**src/core/bas_pkg.sv**
```systemverilog
// Shared constants, types and decode helpers for the burst address sequencer.
package bas_pkg;

  // Command-address word layout, as it arrives over the eight-bit link.
  localparam int CA_W = 48;
  localparam logic [2:0] CA_BYTES = 3'h6;
  localparam int CA_BURST_BIT = 45;
  localparam int CA_UPPER_HI = 44;
  localparam int CA_UPPER_LO = 16;
  localparam int CA_LOWER_HI = 2;
  localparam int FULL_ADDR_W = 32;

  // APB register byte offsets.
  localparam logic [7:0] CFG_OFS = 8'h00;
  localparam logic [7:0] ADDR_OFS = 8'h04;
  localparam logic [7:0] STAT_OFS = 8'h08;

  // Access configuration word: reset value and field positions.
  localparam logic [15:0] CFG_RST = 16'h8f1f;
  localparam int CFG_HYB_DIS_BIT = 2;
  localparam int WRAP_LEN_HI = 1;
  localparam int WRAP_LEN_LO = 0;

  // Wrap-length field codes.
  localparam logic [1:0] WRAP_128 = 2'h0;
  localparam logic [1:0] WRAP_64 = 2'h1;
  localparam logic [1:0] WRAP_16 = 2'h2;
  localparam logic [1:0] WRAP_32 = 2'h3;

  // Word-offset masks; a word is two bytes, so a group has half as many words as bytes.
  localparam int MASK_W = 7;
  localparam logic [6:0] MASK_128 = 7'h3f;
  localparam logic [6:0] MASK_64 = 7'h1f;
  localparam logic [6:0] MASK_16 = 7'h07;
  localparam logic [6:0] MASK_32 = 7'h0f;

  // Status register bit positions.
  localparam int STAT_BURST_BIT = 0;
  localparam int STAT_LINEAR_BIT = 1;
  localparam int STAT_HYBRID_BIT = 2;
  localparam int STAT_TYPE_BIT = 3;

  typedef enum logic [1:0] {BAS_IDLE, BAS_CMD, BAS_BURST} bas_state_e;

  // Wrap-length field to word-offset mask.
  function automatic logic [6:0] wrap_mask(input logic [1:0] f);
    logic [6:0] m;
    m = MASK_32;
    case (f)
      WRAP_128: m = MASK_128;
      WRAP_64: m = MASK_64;
      WRAP_16: m = MASK_16;
      default: m = MASK_32;
    endcase
    return m;
  endfunction

  // Word address carried by a command-address word.
  function automatic logic [31:0] ca_word_addr(input logic [47:0] ca);
    return {ca[CA_UPPER_HI:CA_UPPER_LO], ca[CA_LOWER_HI:0]};
  endfunction

endpackage

```
**src/core/bas_sync.sv**
```systemverilog
// Two-flop synchroniser for pins that arrive from outside the pclk domain.
module bas_sync #(
  parameter int W = 1,
  parameter logic [W-1:0] RST_VAL = '0
) (
  input wire logic pclk,
  input wire logic presetn,
  input wire logic [W-1:0] din,
  output logic [W-1:0] dout
);
  logic [W-1:0] meta_q;

  // A zero-width synchroniser has nothing to carry.
  if (W < 1) begin : g_bad_w
    $error("W must be at least 1");
  end

  // Reset to the idle level of each pin, so no false edge or select follows reset.
  // The first stage is read by the second stage only.
  always_ff @(posedge pclk or negedge presetn) begin
    if (!presetn) begin
      meta_q <= RST_VAL;
      dout <= RST_VAL;
    end else begin
      meta_q <= din;
      dout <= meta_q;
    end
  end

endmodule

```
**src/core/bas_next_addr.sv**
```systemverilog
// Next word address of a burst: wrap inside the group, hybrid exit, or linear increment.
module bas_next_addr #(
  parameter int ADDR_W = 32
) (
  input wire logic [ADDR_W-1:0] addr,
  input wire logic [ADDR_W-1:0] base,
  input wire logic [6:0] mask,
  input wire logic [6:0] cnt,
  input wire logic linear,
  input wire logic hybrid,
  output logic [ADDR_W-1:0] nxt,
  output logic go_linear
);
  logic [ADDR_W-1:0] mask_w;
  logic [ADDR_W-1:0] inc;

  // Only the offset bits move during the wrap; the group base stays fixed.
  always_comb begin
    mask_w = {{(ADDR_W-7){1'b0}}, mask};
    inc = ADDR_W'(addr + 1'b1);
    go_linear = 1'b0;
    if (linear) begin
      nxt = inc;
    end else if (hybrid && cnt == mask) begin
      nxt = ADDR_W'(base + mask_w + 1'b1);
      go_linear = 1'b1;
    end else begin
      nxt = base | (inc & mask_w);
    end
  end
endmodule

```
**src/core/bas_top.sv**
```systemverilog
// Burst address sequencer: link front end, word address stepping and APB registers.
// How it works
// - Wrapped groups are 16, 32, 64 or 128 bytes, and the size sets both length and alignment.
// - A wrapped burst stays inside the aligned group that holds the addressed word until a hybrid exit.
// - A wrap starts at the addressed word, runs to the group's end, then from its first word back.
// - Hybrid mode does exactly one full wrap of the group and then never wraps again.
// - After that wrap a hybrid burst counts up linearly until chip select goes high.
// - The linear phase starts at the first word of the group after the wrapped one.
// - The hybrid-disable bit resets to one; one gives legacy wrap, zero gives hybrid order.
// - With burst type zero the low three configuration bits pick hybrid or wrap and the size.
// - Addresses count 16-bit words, so a group has half as many words as bytes.
// - The wrap-length field codes 00,01,10,11 as 128,64,16,32 bytes and resets to 11.
//
// The implementer's own choices: the APB register port and the register offsets.
module bas_top
  import bas_pkg::*;
#(
  parameter int ADDR_W = 32
) (
  input wire logic pclk,
  input wire logic presetn,
  input wire logic psel,
  input wire logic penable,
  input wire logic pwrite,
  input wire logic [7:0] paddr,
  input wire logic [31:0] pwdata,
  output logic [31:0] prdata,
  output logic pready,
  output logic pslverr,
  input wire logic link_cs_n,
  input wire logic link_ck,
  input wire logic [7:0] link_dq,
  output logic [ADDR_W-1:0] word_addr,
  output logic addr_valid,
  output logic addr_step,
  output logic burst_linear
);
  import bas_pkg::*;

  // Parameter sanity: the address must hold a 128-byte group and fit the command word.
  if (ADDR_W < 8 || ADDR_W > FULL_ADDR_W) begin : g_bad_addr_w
    $error("ADDR_W must lie between 8 and 32");
  end

  // Pin synchronisers; the idle level of chip select is high.
  logic [9:0] pins_s;
  bas_sync #(.W(10), .RST_VAL(10'h200)) u_sync (
    .pclk(pclk),
    .presetn(presetn),
    .din({link_cs_n, link_ck, link_dq}),
    .dout(pins_s)
  );

  logic cs_n_s;
  logic ck_s;
  logic [7:0] dq_s;
  assign cs_n_s = pins_s[9];
  assign ck_s = pins_s[8];
  assign dq_s = pins_s[7:0];

  // Edge finder on the synchronised link clock.
  logic ck_prev_q;
  logic ck_rise;
  logic ck_edge;
  always_ff @(posedge pclk or negedge presetn) begin
    if (!presetn) begin
      ck_prev_q <= 1'b0;
    end else begin
      ck_prev_q <= ck_s;
    end
  end
  assign ck_rise = ck_s & ~ck_prev_q;
  assign ck_edge = ck_s ^ ck_prev_q;

  // Configuration state.
  logic [15:0] cfg_q;
  logic [15:0] cfg_d;

  // Sequencer state.
  bas_state_e st_q;
  bas_state_e st_d;
  logic [47:0] ca_q;
  logic [47:0] ca_d;
  logic [2:0] nb_q;
  logic [2:0] nb_d;
  logic [ADDR_W-1:0] addr_q;
  logic [ADDR_W-1:0] addr_d;
  logic [ADDR_W-1:0] base_q;
  logic [ADDR_W-1:0] base_d;
  logic [6:0] mask_q;
  logic [6:0] mask_d;
  logic [6:0] cnt_q;
  logic [6:0] cnt_d;
  logic lin_q;
  logic lin_d;
  logic hyb_q;
  logic hyb_d;
  logic type_q;
  logic type_d;
  logic valid_q;
  logic valid_d;
  logic step_q;
  logic step_d;
  logic ca_done;

  logic [ADDR_W-1:0] nxt_addr;
  logic go_lin;
  logic [ADDR_W-1:0] mask_w;
  logic [FULL_ADDR_W-1:0] start_full;
  assign mask_w = {{(ADDR_W-7){1'b0}}, mask_q};

  bas_next_addr #(.ADDR_W(ADDR_W)) u_next (
    .addr(addr_q),
    .base(base_q),
    .mask(mask_q),
    .cnt(cnt_q),
    .linear(lin_q),
    .hybrid(hyb_q),
    .nxt(nxt_addr),
    .go_linear(go_lin)
  );

  // Link sequencer: collect the six command bytes, then step one word per link clock rise.
  // Configuration is sampled once per burst so a mid-burst write cannot tear the sequence.
  always_comb begin
    st_d = st_q;
    ca_d = ca_q;
    nb_d = nb_q;
    addr_d = addr_q;
    base_d = base_q;
    mask_d = mask_q;
    cnt_d = cnt_q;
    lin_d = lin_q;
    hyb_d = hyb_q;
    type_d = type_q;
    valid_d = valid_q;
    step_d = 1'b0;
    ca_done = 1'b0;
    start_full = ca_word_addr(ca_q);
    if (cs_n_s) begin
      st_d = BAS_IDLE;
      valid_d = 1'b0;
      nb_d = 3'h0;
    end else begin
      case (st_q)
        BAS_IDLE: begin
          st_d = BAS_CMD;
          nb_d = 3'h0;
        end
        BAS_CMD: begin
          if (ck_edge) begin
            ca_d = {ca_q[39:0], dq_s};
            nb_d = 3'(nb_q + 1'b1);
            if (nb_q == 3'(CA_BYTES - 1'b1)) begin
              ca_done = 1'b1;
              start_full = ca_word_addr(ca_d);
              addr_d = start_full[ADDR_W-1:0];
              mask_d = wrap_mask(cfg_q[WRAP_LEN_HI:WRAP_LEN_LO]);
              base_d = start_full[ADDR_W-1:0] & ~{{(ADDR_W-7){1'b0}}, mask_d};
              type_d = ca_d[CA_BURST_BIT];
              lin_d = ca_d[CA_BURST_BIT];
              hyb_d = ~cfg_q[CFG_HYB_DIS_BIT];
              cnt_d = 7'h00;
              valid_d = 1'b1;
              st_d = BAS_BURST;
            end
          end
        end
        BAS_BURST: begin
          if (ck_rise) begin
            addr_d = nxt_addr;
            cnt_d = 7'(cnt_q + 1'b1);
            step_d = 1'b1;
            if (go_lin) begin
              lin_d = 1'b1;
            end
          end
        end
        default: st_d = BAS_IDLE;
      endcase
    end
  end

  // Sequencer registers.
  always_ff @(posedge pclk or negedge presetn) begin
    if (!presetn) begin
      st_q <= BAS_IDLE;
      ca_q <= '0;
      nb_q <= 3'h0;
      addr_q <= '0;
      base_q <= '0;
      mask_q <= MASK_32;
      cnt_q <= 7'h00;
      lin_q <= 1'b0;
      hyb_q <= 1'b0;
      type_q <= 1'b0;
      valid_q <= 1'b0;
      step_q <= 1'b0;
    end else begin
      st_q <= st_d;
      ca_q <= ca_d;
      nb_q <= nb_d;
      addr_q <= addr_d;
      base_q <= base_d;
      mask_q <= mask_d;
      cnt_q <= cnt_d;
      lin_q <= lin_d;
      hyb_q <= hyb_d;
      type_q <= type_d;
      valid_q <= valid_d;
      step_q <= step_d;
    end
  end

  assign word_addr = addr_q;
  assign addr_valid = valid_q;
  assign addr_step = step_q;
  assign burst_linear = lin_q;

  // APB slave: no wait states, answer registered so every bus output leaves a flip-flop.
  logic [31:0] prdata_d;
  logic pready_d;
  logic pslverr_d;
  logic mapped;
  logic [31:0] rd_mux;
  always_comb begin
    cfg_d = cfg_q;
    mapped = 1'b1;
    rd_mux = 32'h0000_0000;
    if (paddr == CFG_OFS) begin
      rd_mux = {16'h0000, cfg_q};
    end else if (paddr == ADDR_OFS) begin
      rd_mux = FULL_ADDR_W'(addr_q);
    end else if (paddr == STAT_OFS) begin
      rd_mux[STAT_BURST_BIT] = (st_q == BAS_BURST);
      rd_mux[STAT_LINEAR_BIT] = lin_q;
      rd_mux[STAT_HYBRID_BIT] = hyb_q;
      rd_mux[STAT_TYPE_BIT] = type_q;
    end else begin
      mapped = 1'b0;
    end
    pready_d = psel & ~penable;
    prdata_d = (psel & ~penable & ~pwrite) ? rd_mux : prdata;
    pslverr_d = psel & ~penable & ~mapped;
    if (psel && penable && pready && pwrite && paddr == CFG_OFS) begin
      cfg_d = pwdata[15:0];
    end
  end

  // APB registers; the configuration word returns to its documented reset value.
  always_ff @(posedge pclk or negedge presetn) begin
    if (!presetn) begin
      cfg_q <= CFG_RST;
      prdata <= 32'h0000_0000;
      pready <= 1'b0;
      pslverr <= 1'b0;
    end else begin
      cfg_q <= cfg_d;
      prdata <= prdata_d;
      pready <= pready_d;
      pslverr <= pslverr_d;
    end
  end
endmodule

```
**config.mk**
```make
export PLATFORM = sky130hd
export DESIGN_NAME = bas_top
export DESIGN_NICKNAME = d
export VERILOG_FILES = /design/src/core/bas_pkg.sv /design/src/core/bas_sync.sv /design/src/core/bas_next_addr.sv /design/src/core/bas_top.sv
export SDC_FILE = /design/constraint.sdc
export NUM_CORES = 1
export LEC_CHECK = 0
export BUFFER_PORTS_ARGS = -buffer_cell sky130_fd_sc_hd__buf_2
export CAP_MARGIN = 40
export CELL_PAD_IN_SITES_DETAIL_PLACEMENT = 1
export CELL_PAD_IN_SITES_GLOBAL_PLACEMENT = 1
export CORE_MARGIN = 5
export CORE_UTILIZATION = 35
export CTS_CLUSTER_DIAMETER = 40
export DETAILED_ROUTE_END_ITERATION = 10
export MAX_ROUTING_LAYER = met4
export PLACE_DENSITY = 0.63
export SETUP_SLACK_MARGIN = 0.4
export SLEW_MARGIN = 15
export SYNTH_ARGS = -nofsm -noshare
export SYNTH_HDL_FRONTEND = slang
export SYNTH_SLANG_ARGS = --single-unit
```
**constraint.sdc**
```tcl
create_clock -name pclk -period 3.4 [get_ports pclk]
set_input_delay 0.17 -clock pclk [delete_from_list [all_inputs] [get_ports pclk]]
set_output_delay 0.17 -clock pclk [all_outputs]
set_load 0.02 [all_outputs]
```
==> metrics.md, run 1 <==
| Metric | Value |
|---|---|
| Global-route total usage across every layer | `approximately 20%` |
| End point of the most critical hold path | `pslverr` |
| Multiplexer fraction of the synthesized cell area | `between 8 and 9%` |
| Met1 routed wirelength after detailed routing | `between 10 and 15 mm` |
| Synth Area per Inst | `around 11 um^2` |
| Post-synthesis instance total | `around 850` |
| Worst reg2reg startpoint | `u_sync.dout[8]` |
| Die extent in y | `170 um` |
| Final setup violation count | `0` |
| DR vias | `between 7000 and 8000` |
| Via density per instance | `about 5.3` |
| Pwr dens | `between 400 and 500 mW/mm^2` |
| Highest-count cells in the layout ignoring fill and taps | `177 x sky130_fd_sc_hd__dfrtp_1, 142 x sky130_fd_sc_hd__nand2_1, 106 x sky130_fd_sc_hd__buf_2, 55 x sky130_fd_sc_hd__mux2_2, 52 x sky130_fd_sc_hd__nor2_1` |
| Placed wire-length estimate after detailed placement | `~19 mm` |
| Clock sink count | `190` |
| Count of flip-flops with a built-in enable after synthesis | `0` |
| Critical Path RT | `between 3 and 4 ns` |
| Count of synthesis-stage warnings from yosys | `0` |
| Area growth syn-to-layout | `21.3%` |
| Setup repair after global routing missed its margin | `false` |
| Setup bufs post-CTS | `0` |
| Maximum clock path buffer count | `2` |
| Critical Path Most Common Cell | `sky130_fd_sc_hd__buf_4` |
| Number of iterations in the first detailed-routing pass | `5` |
| Pin count of the biggest net entering global routing | `94` |
| Hold-fix buffer count after cts | `29` |
| Final estimated routing congestion in global placement | `a little over 0.8` |
| Register-to-Register Setup Slack | `0.58 ns` |
| Clock tree from TritonCTS | `built` |
| Achievable frequency | `approximately 360 MHz` |
| Time the final worst path needs with I/O delays and setup | `2.82 ns` |
| Top layer used by detailed routing | `met4` |
| Startpoint of the worst hold path | `paddr[3]` |
| ANT nets after route | `0` |
| Maximum level of the CTS H-tree | `4` |
| Most common library cell in the layout ignoring fill and taps | `sky130_fd_sc_hd__dfrtp_1` |
| Share of synthesized area occupied by flip-flops and latches | `53.2%` |
| Cells traversed along the worst timing path | `ha_1 > or3b_1 > nor3_4 > buf_4 > buf_4 > a222oi_1 > o21ai_0` |
| Slowest stage cell, crit path | `sky130_fd_sc_hd__or3b_1` |
| Total of max-cap violations | `0` |
| Max Transition Viols Final | `0` |
| DR DRC count | `0` |
| Critical path launch point type | `register` |
| Leakage power figure | `about 0.0050 uW` |
| Net count after synthesis | `~900` |
| Design Power | `about 5300 uW` |
| Synth async-reset ratio | `100%` |
| Clock root cell | `sky130_fd_sc_hd__clkbuf_16` |
| Xor-xnor portion of the synthesized cell area | `under 10%` |
| Hold Path Stages | `3` |
| Floorplan Core Area | `~0.025 mm^2` |
| Cell class contributing the biggest share of worst-path delay | `buffers and inverters` |
| First-pass GRT wire length | `between 40 and 50 mm` |
| Residual overflow from global routing | `0` |
| Outcome | `completed` |
| Share of the synthesized area in compound gates (AO/OA/AOI/OAI) | `12.4%` |
| Length of routed met2 wiring | `13.4 mm` |
| Number of buffers inserted during clock tree synthesis | `17` |
| Post-synthesis share of cell area spent on full adders, half adders and majority gates | `under 10%` |
| Endpoint of the lowest-slack register-to-register path | `word_addr[16]` |
| Number of antenna repair diodes | `0` |
| Post-synth cell types | `74` |
| Yosys reg bits | `190` |
| Critical Path End Type | `register` |
| Type of the most critical hold path | `input pin to register` |
| Post-detailed-routing wire length | `between 20 and 30 mm` |
| Average wire per standard cell | `between 20 and 25 um` |
| Share of final-layout standard cells stronger than drive strength 1 | `about a quarter` |
| Simple-Gate Fraction of Synth Area | `16.4%` |
| CP Class | `register to register` |
| Met3 wire length | `806 um` |
| Clk pin slew, worst setup/hold paths | `approximately 0.070 ns` |
| Insertion delay of the later-clocked pin in the worst-skew pair | `approximately 0.44 ns` |
| Total of fill cells in the finished design | `between 2000 and 3000` |
| Largest family of logic cells by synthesized area | `simple AND/OR/NAND/NOR gates` |
| Syn Std Cell Area | `approximately 0.009 mm^2` |
| Rel. slew slack | `50.8%` |
| Number of gates resized after cts | `0` |
| Die span in x | `~170 um` |
| Effective utilization at floorplan | `35.6%` |
| Most used flip-flop cell after synthesis | `sky130_fd_sc_hd__dfrtp_1` |
| DRT iter0 DRCs | `roughly 450` |
| Number of hold violations in the final report | `0` |
| Ports placed on the boundary | `around 120` |
| Peak supply drop | `0.000290 V` |
| Worst EP arrival | `between 3 and 4 ns` |
| Cell depth of the worst flop-to-flop path | `7` |
| Worst-margin pin slew | `0.735 ns` |
| Final #Nets | `approximately 1000` |
| Antenna violations before repair | `0` |
| Share of the cycle needed by the critical path after routing | `between 80% and 90%` |
| Number of core rows | `58` |
| Count of input and output buffers | `around 110` |
| Critical path fanouts, max | `48` |
| Critical path buffers and inverters | `2` |
| Area of the die | `around 0.029 mm^2` |
| Number of global-route vias before repair | `7229` |
| Clock tree skew after final layout | `approximately 0.013 ns` |
| Setup TNS | `0 ns` |
| CP max stage delay | `about 0.55 ns` |
## final cells by class
cell class / instances / area, um^2 / share of cell area [%]
clock buffer: 22 / 474 / 4.36
multi-input combinational: 597 / 3930 / 36.2
clock inverter: 10 / 149 / 1.37
tap: 330 / 413 / 3.80
timing repair buffer: 161 / 1060 / 9.78
sequential: 190 / 4770 / 43.9
inverter: 17 / 63.8 / 0.587
## cell usage after synthesis (all sizes together) (7+ instances only)
master	instances	area (um^2)
dfrtp	177	4430
clkbuf	21	78.8
and3	7	43.8
nand2	143	539
o21ai	56	280
a22o	16	140
nand3	20	105
a21oi	26	130
xor2	20	175
mux2i	18	180
nor2	54	205
dfstp	13	342
buf	22	134
nor2b	8	50.1
ha	8	100
xnor2	27	236
nor4	11	118
nor3	17	113
mux2	55	619
a22oi	10	75.1
inv	17	63.8
nand4	19	125
## power by group
group | switching, uW | leakage (uW) | internal, uW
Clock | 915 | 0.000298 | 1230
Sequential | 306 | 0.00248 | 2470
Combinational | 153 | 0.00221 | 223
## cell families after synthesis
| family | count (synthesis) |
|---|---|
| simple gates | 302 |
| xor+xnor | 47 |
| flops | 190 |
| mux | 73 |
| buf+inv | 60 |
| compound gates | 166 |
| fa+ha+maj | 9 |
## worst max-delay path by stage
stage,slack [ns],to,start,cells after the start
detailed placement,0.64,word_addr[31],u_sync.dout[8],8
floorplan,1.15,word_addr[25],mask_q[3],9
CTS,0.62,word_addr[16],u_sync.dout[8],7
global route,0.44,word_addr[16],u_sync.dout[8],7
global placement,0.59,burst_linear,u_sync.dout[8],5
finish,0.58,word_addr[16],u_sync.dout[8],7
## metrics by stage
stage / hold slack [ns] / worst slack, ns / instances / util (%) / cell area, um^2
finish: 0.133 / 0.584 / 1327 / 43.2 / 10900
global route: 0.129 / 0.441 / 1327 / 43.2 / 10900
CTS: 0.108 / 0.620 / 1326 / 43.0 / 10800
detailed placement: 0.279 / 0.636 / 1265 / 39.4 / 9930
global placement: 0.277 / 0.592 / 1264 / 39.3 / 9910
floorplan: -0.126 / 1.15 / 847 / - / 8960
## registers in the layout, indices dropped and copies added, names as in the netlist
| signal | flops |
|---|---|
| pslverr | 1 |
| u_sync.dout | 10 |
| type_q | 1 |
| base_q | 29 |
| pready | 1 |
| ck_prev_q | 1 |
| u_sync.meta_q | 10 |
| addr_step | 1 |
| burst_linear | 1 |
| nb_q | 3 |
| word_addr | 32 |
| cfg_q | 16 |
| cnt_q | 7 |
| ca_q | 38 |
| mask_q | 3 |
| st_q | 2 |
| hyb_q | 1 |
| addr_valid | 1 |
| prdata | 32 |
## worst reg2reg max path, stage by stage (launching register included)
cell                       delay [ns]
sky130_fd_sc_hd__dfrtp_1         0.38
sky130_fd_sc_hd__ha_1            0.37
sky130_fd_sc_hd__or3b_1          0.55
sky130_fd_sc_hd__nor3_4          0.28
sky130_fd_sc_hd__buf_4           0.54
sky130_fd_sc_hd__buf_4           0.34
sky130_fd_sc_hd__a222oi_1        0.14
sky130_fd_sc_hd__o21ai_0         0.14
## metal layers
layer,vias up,track usage (%)
li1,3289,-
met1,3642,26.3
met2,96,32.2
met3,16,3.07
met4,0,4.20
met5,-,-
Note: power is estimated with default switching activity, not from simulation.
==> inputs of run 2 (changes only) <==
==> constraint.sdc (replaced) <==
create_clock -name pclk -period 2.8 [get_ports pclk]
set_input_delay 0.14 -clock pclk [delete_from_list [all_inputs] [get_ports pclk]]
set_output_delay 0.14 -clock pclk [all_outputs]
set_load 0.02 [all_outputs]
==> metrics.md, run 2 (synthesized netlist as in run 1, its figures left out) <==
| Metric | Value |
|---|---|
| Outcome | `completed (unchanged)` |
| Total of max-cap violations | `0 (unchanged)` |
| Cells traversed along the worst timing path | `ha_4 > or3b_4 > buf_6 > nor3_4 > nor2_4 > buf_8 > o311a_1 > nor2_1 > o21ai_1 (was ha_1 > or3b_1 > nor3_4 > buf_4 > buf_4 > a222oi_1 > o21ai_0)` |
| Final setup violation count | `0 (unchanged)` |
| Max Transition Viols Final | `0 (unchanged)` |
| First-pass GRT wire length | `44.7 mm (was 43.1 mm)` |
| Floorplan Core Area | `0.0252 mm^2 (unchanged)` |
| Placed Cells | `1282 (was 1265)` |
| Average wire per standard cell | `20.8 um (was 20.4 um)` |
| Maximum clock path buffer count | `2 (unchanged)` |
| Worst EP arrival | `2.64 ns (was 3.15 ns)` |
| Number of iterations in the first detailed-routing pass | `4 (was 5)` |
| Clock tree from TritonCTS | `built (unchanged)` |
| Time the final worst path needs with I/O delays and setup | `2.33 ns (was 2.82 ns)` |
| Count of input and output buffers | `107 (unchanged)` |
| Number of core rows | `58 (unchanged)` |
| Most common library cell in the layout ignoring fill and taps | `sky130_fd_sc_hd__dfrtp_1 (unchanged)` |
| Via density per instance | `5.31 (about the same)` |
| Critical Path Start | `u_sync.dout[8] (unchanged)` |
| Rel. slew slack | `56.4% (was 50.8%)` |
| Cell class contributing the biggest share of worst-path delay | `simple AND/OR/NAND/NOR gates (was buffers and inverters)` |
| CP max stage delay | `0.44 ns (was 0.55 ns)` |
| Peak supply drop | `0.000314 V (was 0.000290 V)` |
| Maximum level of the CTS H-tree | `4 (unchanged)` |
| Antenna violations before repair | `0 (unchanged)` |
| Critical path buffers and inverters | `2 (unchanged)` |
| Area of the die | `0.0289 mm^2 (unchanged)` |
| Slowest stage cell, crit path | `sky130_fd_sc_hd__or3b_4 (was sky130_fd_sc_hd__or3b_1)` |
| Post-detailed-routing wire length | `28.3 mm (was 27.1 mm)` |
| Layout Utilization | `44.9% (was 43.2%)` |
| Clock root cell | `sky130_fd_sc_hd__clkbuf_16 (unchanged)` |
| Residual overflow from global routing | `0 (unchanged)` |
| DRT iter0 DRCs | `507 (was 447)` |
| Highest-count cells in the layout ignoring fill and taps | `175 x sky130_fd_sc_hd__dfrtp_1, 141 x sky130_fd_sc_hd__nand2_1, 106 x sky130_fd_sc_hd__buf_2, 55 x sky130_fd_sc_hd__mux2_2, 51 x sky130_fd_sc_hd__nor2_1 (was 177 x sky130_fd_sc_hd__dfrtp_1, 142 x sky130_fd_sc_hd__nand2_1, 106 x sky130_fd_sc_hd__buf_2, 55 x sky130_fd_sc_hd__mux2_2, 52 x sky130_fd_sc_hd__nor2_1)` |
| Pin count of the biggest net entering global routing | `63 (was 94)` |
| Setup repair after global routing missed its margin | `false (unchanged)` |
| Share of the cycle needed by the critical path after routing | `83.2% (was 82.8%)` |
| Clk pin slew, worst setup/hold paths | `0.08 ns (was 0.07 ns)` |
| Die span in x | `170 um (unchanged)` |
| Number of flip-flops in the largest register | `38 (unchanged)` |
| Register-to-Register Setup Slack | `0.47 ns (was 0.58 ns)` |
| Number of hold violations in the final report | `0 (unchanged)` |
| DR DRC count | `0 (unchanged)` |
| Startpoint of the worst hold path | `psel (was paddr[3])` |
| Final #Nets | `1079 (was 1048)` |
| Setup TNS | `0 ns (unchanged)` |
| ANT nets after route | `0 (unchanged)` |
| Final estimated routing congestion in global placement | `0.824 (was 0.805)` |
| Critical Path RT | `3.11 ns (was 3.73 ns)` |
| Number of antenna repair diodes | `0 (unchanged)` |
| Critical path fanouts, max | `12 (was 48)` |
| Effective utilization at floorplan | `35.6% (unchanged)` |
| CP Class | `register to register (unchanged)` |
| Largest reg by FF count | `ca_q (unchanged)` |
| Worst reg2reg startpoint | `u_sync.dout[8] (unchanged)` |
| Type of the most critical hold path | `input pin to register (unchanged)` |
| Worst-margin pin slew | `0.654 ns (was 0.735 ns)` |
| Number of global-route vias before repair | `7557 (was 7229)` |
| Critical Path End Type | `register (unchanged)` |
| Placed wire-length estimate after detailed placement | `19.5 mm (was 19.0 mm)` |
| Achievable frequency | `429 MHz (was 355 MHz)` |
| Global-route total usage across every layer | `20.6% (was 19.7%)` |
| Area growth syn-to-layout | `26.3% (was 21.3%)` |
| Ports placed on the boundary | `124 (unchanged)` |
| Pwr dens | `562 mW/mm^2 (was 488 mW/mm^2)` |
| Number of buffers inserted during clock tree synthesis | `17 (unchanged)` |
| Critical path launch point type | `register (unchanged)` |
| Die extent in y | `170 um (unchanged)` |
| Share of final-layout standard cells stronger than drive strength 1 | `29.4% (was 24.9%)` |
| Clock sink count | `190 (unchanged)` |
| Insertion delay of the later-clocked pin in the worst-skew pair | `0.44 ns (about the same)` |
| Total of fill cells in the finished design | `2769 (was 2823)` |
| Clock tree skew after final layout | `0.0155 ns (was 0.0125 ns)` |
| Non-Filler Instances | `1358 (was 1327)` |
| Leakage power figure | `0.00523 uW (was 0.00499 uW)` |
| DR vias | `7214 (was 7043)` |
run 2: power breakdown:
group          switching (uW)  leakage (uW)  internal (uW)
Clock                    1290      0.000295           1220
Sequential                366       0.00248           3000
Combinational             196       0.00245            279
run 2: layout make-up:
cell class | instances | area [um^2] | share of cell area [%]
multi-input combinational | 597 | 4040 | 35.7
inverter | 17 | 63.8 | 0.564
clock inverter | 15 | 200 | 1.77
clock buffer | 17 | 425 | 3.76
timing repair buffer | 192 | 1400 | 12.4
tap | 330 | 413 | 3.65
sequential | 190 | 4770 | 42.2
run 2: worst reg2reg max path, delay by kind of cell (launching register included):
kind	cells	cell delay (ns)
AO/OA/AOI/OAI	2	0.42
adder cells (fa/ha/maj)	1	0.25
buffers and inverters	2	0.30
flip-flops	1	0.41
AND/OR/NAND/NOR	4	0.83
run 2: what timing repair did:
item	in CTS	in global routing
gates cloned	2	0
endpoints found under the hold margin	76	0
pin swaps	4	13
endpoints found under the setup margin	29	21
setup buffers	3	10
resized for setup	8	27
hold buffers	29	0
run 2: routing by layer:
layer	track usage, %	routed length (um)	up-vias
met5	-	0	-
met4	5.00	325	0
met3	3.58	1070	16
met2	33.8	14300	132
met1	26.8	12600	3718
li1	-	-	3348
run 2: metrics by stage:
step,total power [uW],hold WS (ns),setup WS [ns],instance area (um^2)
6_report,6360,0.0986,0.469,11300
5_1_grt,6630,0.0989,0.377,11300
4_1_cts,6430,0.0791,0.394,11100
3_5_place_dp,3860,0.173,0.0894,10100
3_3_place_gp,3840,0.177,0.102,10100
2_1_floorplan,3500,-0.156,0.547,8960
run 2: path summary, 6_finish.rpt:
check | cells past startpoint | endpoint
max in group asynchronous | 3 | word_addr[16]
min in group asynchronous | 2 | u_sync.meta_q[8]
setup / recovery | 9 | word_addr[27]
hold reg to reg | 0 | u_sync.dout[7]
setup reg to reg | 9 | word_addr[27]
hold / removal | 3 | pslverr
==> inputs of run 3 (changes only) <==
--- a/config.mk
+++ b/config.mk
@@ -5,6 +5,7 @@
 export SDC_FILE = /design/constraint.sdc
 export NUM_CORES = 1
 export LEC_CHECK = 0
+export ABC_AREA = 1
 export BUFFER_PORTS_ARGS = -buffer_cell sky130_fd_sc_hd__buf_2
 export CAP_MARGIN = 40
 export CELL_PAD_IN_SITES_DETAIL_PLACEMENT = 1
@@ -14,7 +15,7 @@
 export CTS_CLUSTER_DIAMETER = 40
 export DETAILED_ROUTE_END_ITERATION = 10
 export MAX_ROUTING_LAYER = met4
-export PLACE_DENSITY = 0.63
+export PLACE_DENSITY = 0.68
 export SETUP_SLACK_MARGIN = 0.4
 export SLEW_MARGIN = 15
 export SYNTH_ARGS = -nofsm -noshare
==> constraint.sdc (replaced) <==
create_clock -name pclk -period 2.05 [get_ports pclk]
set_input_delay 0.1025 -clock pclk [delete_from_list [all_inputs] [get_ports pclk]]
set_output_delay 0.1025 -clock pclk [all_outputs]
set_load 0.02 [all_outputs]
==> metrics.md, run 3 <==
| Metric | Value |
|---|---|
| Outcome | `finished, violations left (was completed)` |
| Violated checks | `setup timing` |
| Post-detailed-routing wire length | `38.2 mm (was 28.3 mm)` |
| Net count after synthesis | `1275 (was 911)` |
| Worst slack on hold paths | `0.0457 ns (was 0.0986 ns)` |
| Worst-margin pin slew | `0.500 ns (was 0.654 ns)` |
| Max Transition Viols Final | `0 (unchanged)` |
| Critical Path End Type | `register (unchanged)` |
| Synth async-reset ratio | `100% (unchanged)` |
| Global-route total usage across every layer | `24.6% (was 20.6%)` |
| Clk pin slew, worst setup/hold paths | `0.08 ns (about the same)` |
| Leakage power figure | `0.00639 uW (was 0.00523 uW)` |
| Antenna violations before repair | `0 (unchanged)` |
| Die span in x | `178 um (was 170 um)` |
| Maximum level of the CTS H-tree | `4 (unchanged)` |
| CP max stage delay | `0.55 ns (was 0.44 ns)` |
| Largest reg by FF count | `ca_q (unchanged)` |
| Post-synthesis instance total | `1211 (was 847)` |
| Total of max-cap violations | `0 (unchanged)` |
| Pin count of the biggest net entering global routing | `51 (was 63)` |
| Setup repair after global routing missed its margin | `true (was false)` |
| Number of global-route vias before repair | `10001 (was 7557)` |
| Number of antenna repair diodes | `0 (unchanged)` |
| Clock tree from TritonCTS | `built (unchanged)` |
| CP Class | `register to register (unchanged)` |
| Number of hold violations in the final report | `0 (unchanged)` |
| Critical path launch point type | `register (unchanged)` |
| Maximum clock path buffer count | `2 (unchanged)` |
| Number of flip-flops in the largest register | `38 (unchanged)` |
| Stages on the worst setup path | `13 (was 9)` |
| Dominant cells by area after synthesis | `sky130_fd_sc_hd__dfrtp_1 45%, sky130_fd_sc_hd__nand2_1 13%, sky130_fd_sc_hd__inv_1 4.3% (was sky130_fd_sc_hd__dfrtp_1 49%, sky130_fd_sc_hd__mux2_2 6.9%, sky130_fd_sc_hd__nand2_1 5.9%)` |
| Non-Filler Instances | `1849 (was 1358)` |
| Min setup slack post-route | `-0.186 ns (was 0.469 ns)` |
| Pwr dens | `622 mW/mm^2 (was 562 mW/mm^2)` |
| Post-synth top cells | `354 x sky130_fd_sc_hd__nand2_1, 177 x sky130_fd_sc_hd__dfrtp_1, 113 x sky130_fd_sc_hd__inv_1 (was 177 x sky130_fd_sc_hd__dfrtp_1, 142 x sky130_fd_sc_hd__nand2_1, 55 x sky130_fd_sc_hd__mux2_2)` |
| Time the final worst path needs with I/O delays and setup | `2.24 ns (was 2.33 ns)` |
| Achievable frequency | `447 MHz (was 429 MHz)` |
| Total of fill cells in the finished design | `3296 (was 2769)` |
| Share of final-layout standard cells stronger than drive strength 1 | `33.1% (was 29.4%)` |
| Count of input and output buffers | `107 (unchanged)` |
| Number of core rows | `61 (was 58)` |
| Final setup violation count | `27 (was 0)` |
| Register area | `0.00477 mm^2 (about the same)` |
| Critical Path Most Common Cell | `sky130_fd_sc_hd__nand3_1` |
| Area growth syn-to-layout | `39.2% (was 26.3%)` |
| Clock tree skew after final layout | `0.0149 ns (was 0.0155 ns)` |
| Residual overflow from global routing | `0 (unchanged)` |
| Share of the cycle needed by the critical path after routing | `109% (was 83.2%)` |
| Setup TNS | `-2.68 ns (was 0 ns)` |
| Area share of the largest cell type after synthesis | `45.0% (was 49.4%)` |
| Startpoint of the worst hold path | `psel (unchanged)` |
| Die extent in y | `178 um (was 170 um)` |
| Final #Nets | `1522 (was 1079)` |
| Number of buffers inserted during clock tree synthesis | `17 (unchanged)` |
| DRT iter0 DRCs | `577 (was 507)` |
| DR DRC count | `0 (unchanged)` |
| Number of iterations in the first detailed-routing pass | `5 (was 4)` |
| Post-synth cell types | `55 (was 74)` |
| Critical path fanouts, max | `3 (was 12)` |
| Most common library cell in the layout ignoring fill and taps | `sky130_fd_sc_hd__nand2_1 (was sky130_fd_sc_hd__dfrtp_1)` |
| Count of synthesis-stage warnings from yosys | `0 (unchanged)` |
| Peak supply drop | `0.000588 V (was 0.000314 V)` |
| Count of flip-flops with a built-in enable after synthesis | `0 (unchanged)` |
| Worst reg2reg startpoint | `mask_q[3] (was u_sync.dout[8])` |
| Cell class contributing the biggest share of worst-path delay | `simple AND/OR/NAND/NOR gates (unchanged)` |
| DR vias | `9565 (was 7214)` |
| Critical Path RT | `2.40 ns (was 3.11 ns)` |
| Most frequently used cell type in the post-synthesis netlist | `sky130_fd_sc_hd__nand2_1 (was sky130_fd_sc_hd__dfrtp_1)` |
| Placed Cells | `1723 (was 1282)` |
| Register-to-Register Setup Slack | `-0.19 ns (was 0.47 ns)` |
| Cell depth of the worst flop-to-flop path | `13 (was 9)` |
| Worst EP arrival | `2.58 ns (was 2.64 ns)` |
| ANT nets after route | `0 (unchanged)` |
| Synth Area per Inst | `8.13 um^2 (was 10.6 um^2)` |
| Ports placed on the boundary | `124 (unchanged)` |
| Syn Std Cell Area | `0.00985 mm^2 (was 0.00896 mm^2)` |
| Hold Path Stages | `5 (was 3)` |
| Clock root cell | `sky130_fd_sc_hd__clkbuf_16 (unchanged)` |
| Floorplan Core Area | `0.0278 mm^2 (was 0.0252 mm^2)` |
| Critical Path Start | `mask_q[3] (was u_sync.dout[8])` |
| Average wire per standard cell | `20.7 um (was 20.8 um)` |
| Highest-count cells in the layout ignoring fill and taps | `312 x sky130_fd_sc_hd__nand2_1, 174 x sky130_fd_sc_hd__dfrtp_1, 106 x sky130_fd_sc_hd__inv_1, 106 x sky130_fd_sc_hd__buf_2, 93 x sky130_fd_sc_hd__nor2_1 (was 175 x sky130_fd_sc_hd__dfrtp_1, 141 x sky130_fd_sc_hd__nand2_1, 106 x sky130_fd_sc_hd__buf_2, 55 x sky130_fd_sc_hd__mux2_2, 51 x sky130_fd_sc_hd__nor2_1)` |
| Slowest stage cell, crit path | `sky130_fd_sc_hd__dfstp_2 (was sky130_fd_sc_hd__or3b_4)` |
| Area of the die | `0.0316 mm^2 (was 0.0289 mm^2)` |
| Type of the most critical hold path | `input pin to register (unchanged)` |
| First-pass GRT wire length | `57.9 mm (was 44.7 mm)` |
| Clock sink count | `190 (unchanged)` |
| Via density per instance | `5.17 (was 5.31)` |
| Effective utilization at floorplan | `35.5% (was 35.6%)` |
| Critical path buffers and inverters | `2 (unchanged)` |
| Most used flip-flop cell after synthesis | `sky130_fd_sc_hd__dfrtp_1 (unchanged)` |
| Insertion delay of the later-clocked pin in the worst-skew pair | `0.45 ns (was 0.44 ns)` |
| Placed wire-length estimate after detailed placement | `25.8 mm (was 19.5 mm)` |
| Share of synthesized area occupied by flip-flops and latches | `48.4% (was 53.2%)` |
| Synth area leader | `sky130_fd_sc_hd__dfrtp_1 (unchanged)` |
| Yosys reg bits | `190 (unchanged)` |
| Final estimated routing congestion in global placement | `0.909 (was 0.824)` |
| Area of the multi-input gates | `0.00505 mm^2 (was 0.00404 mm^2)` |
| Cells traversed along the worst timing path | `inv_2 > ha_4 > fa_2 > inv_2 > nand3_2 > nand2_2 > nand4_1 > nor2_2 > nand3_1 > nand3_1 > nand3_1 > nand2_1 > nand2_1 (was ha_4 > or3b_4 > buf_6 > nor3_4 > nor2_4 > buf_8 > o311a_1 > nor2_1 > o21ai_1)` |
| Rel. slew slack | `66.4% (was 56.4%)` |
## run 3: cell count changes in the layout (fill, tap and decap cells not counted), sizes merged, moves of 20 or more
cell   delta
nand2   +219
inv     +107
buf      +77
nor2     +74
nand3    +49
a21oi    +38
mux2     -31
xnor2    -22
o21ai    +20
## run 3: metal layers
metal  vias to the layer above  GRT usage (%)  part of all wire [%]
met3                        79           3.62                   4.7
met4                         0           9.44                   3.8
li1                       4457              -                     -
met5                         -              -                     0
met1                      4767           31.7                    43
met2                       262           39.4                    48
## run 3: layout make-up
type,instances,area share (%)
clock buffer,17,3.10
clock inverter,15,1.11
inverter,123,3.63
multi-input combinational,855,36.9
sequential,190,34.8
tap,378,3.45
timing repair buffer,270,16.9
timing repair inverter,1,0.0822
## run 3: power by group
group / switching, uW / internal (uW) / total (uW)
logic: 575 / 312 / 887
registers: 272 / 4050 / 4320
clock network: 1700 / 1620 / 3320
total: 2550 / 5980 / 8530
## run 3: final timing paths
check                            endpoint
max                         word_addr[29]
min                               pslverr
max reg2reg                 word_addr[29]
min reg2reg                u_sync.dout[8]
max in group asynchronous    word_addr[7]
min in group asynchronous        cnt_q[5]
## run 3: tightest hold or removal path: cells and delay by family
| kind | cells | cell delay, ns |
|---|---|---|
| simple gates | 2 | 0.12 |
| buf+inv | 3 | 0.23 |
## run 3: repair_timing
item | in CTS | in global routing
gates resized for setup | 150 | 86
setup buffers | 37 | 19
endpoints found under the setup margin | 94 | 100
pin swaps | 43 | 50
hold buffers | 29 | 0
cloned | 6 | 3
endpoints found under the hold margin | 208 | 0
## run 3: logic make-up (layout without fill, tap and decap cells)
kind of cell,after synthesis,count (layout),share of synthesized area (%)
compound gates,202,202,12.2
xor+xnor,18,18,1.60
fa+ha+maj,9,9,1.22
buf+inv,166,426,7.01
flops,190,190,48.4
mux,24,24,2.97
simple gates,602,602,26.5
## run 3: stage by stage
step           setup WS (ns)  instance area [um^2]  power (uW)  util, %
2_1_floorplan         0.0420                  9950        4680        -
3_3_place_gp          -0.110                 11300        5100     40.8
3_5_place_dp          -0.147                 11300        5140     40.8
4_1_cts               -0.180                 13200        8560     47.5
5_1_grt               -0.322                 13700        8860     49.3
6_report              -0.186                 13700        8530     49.3
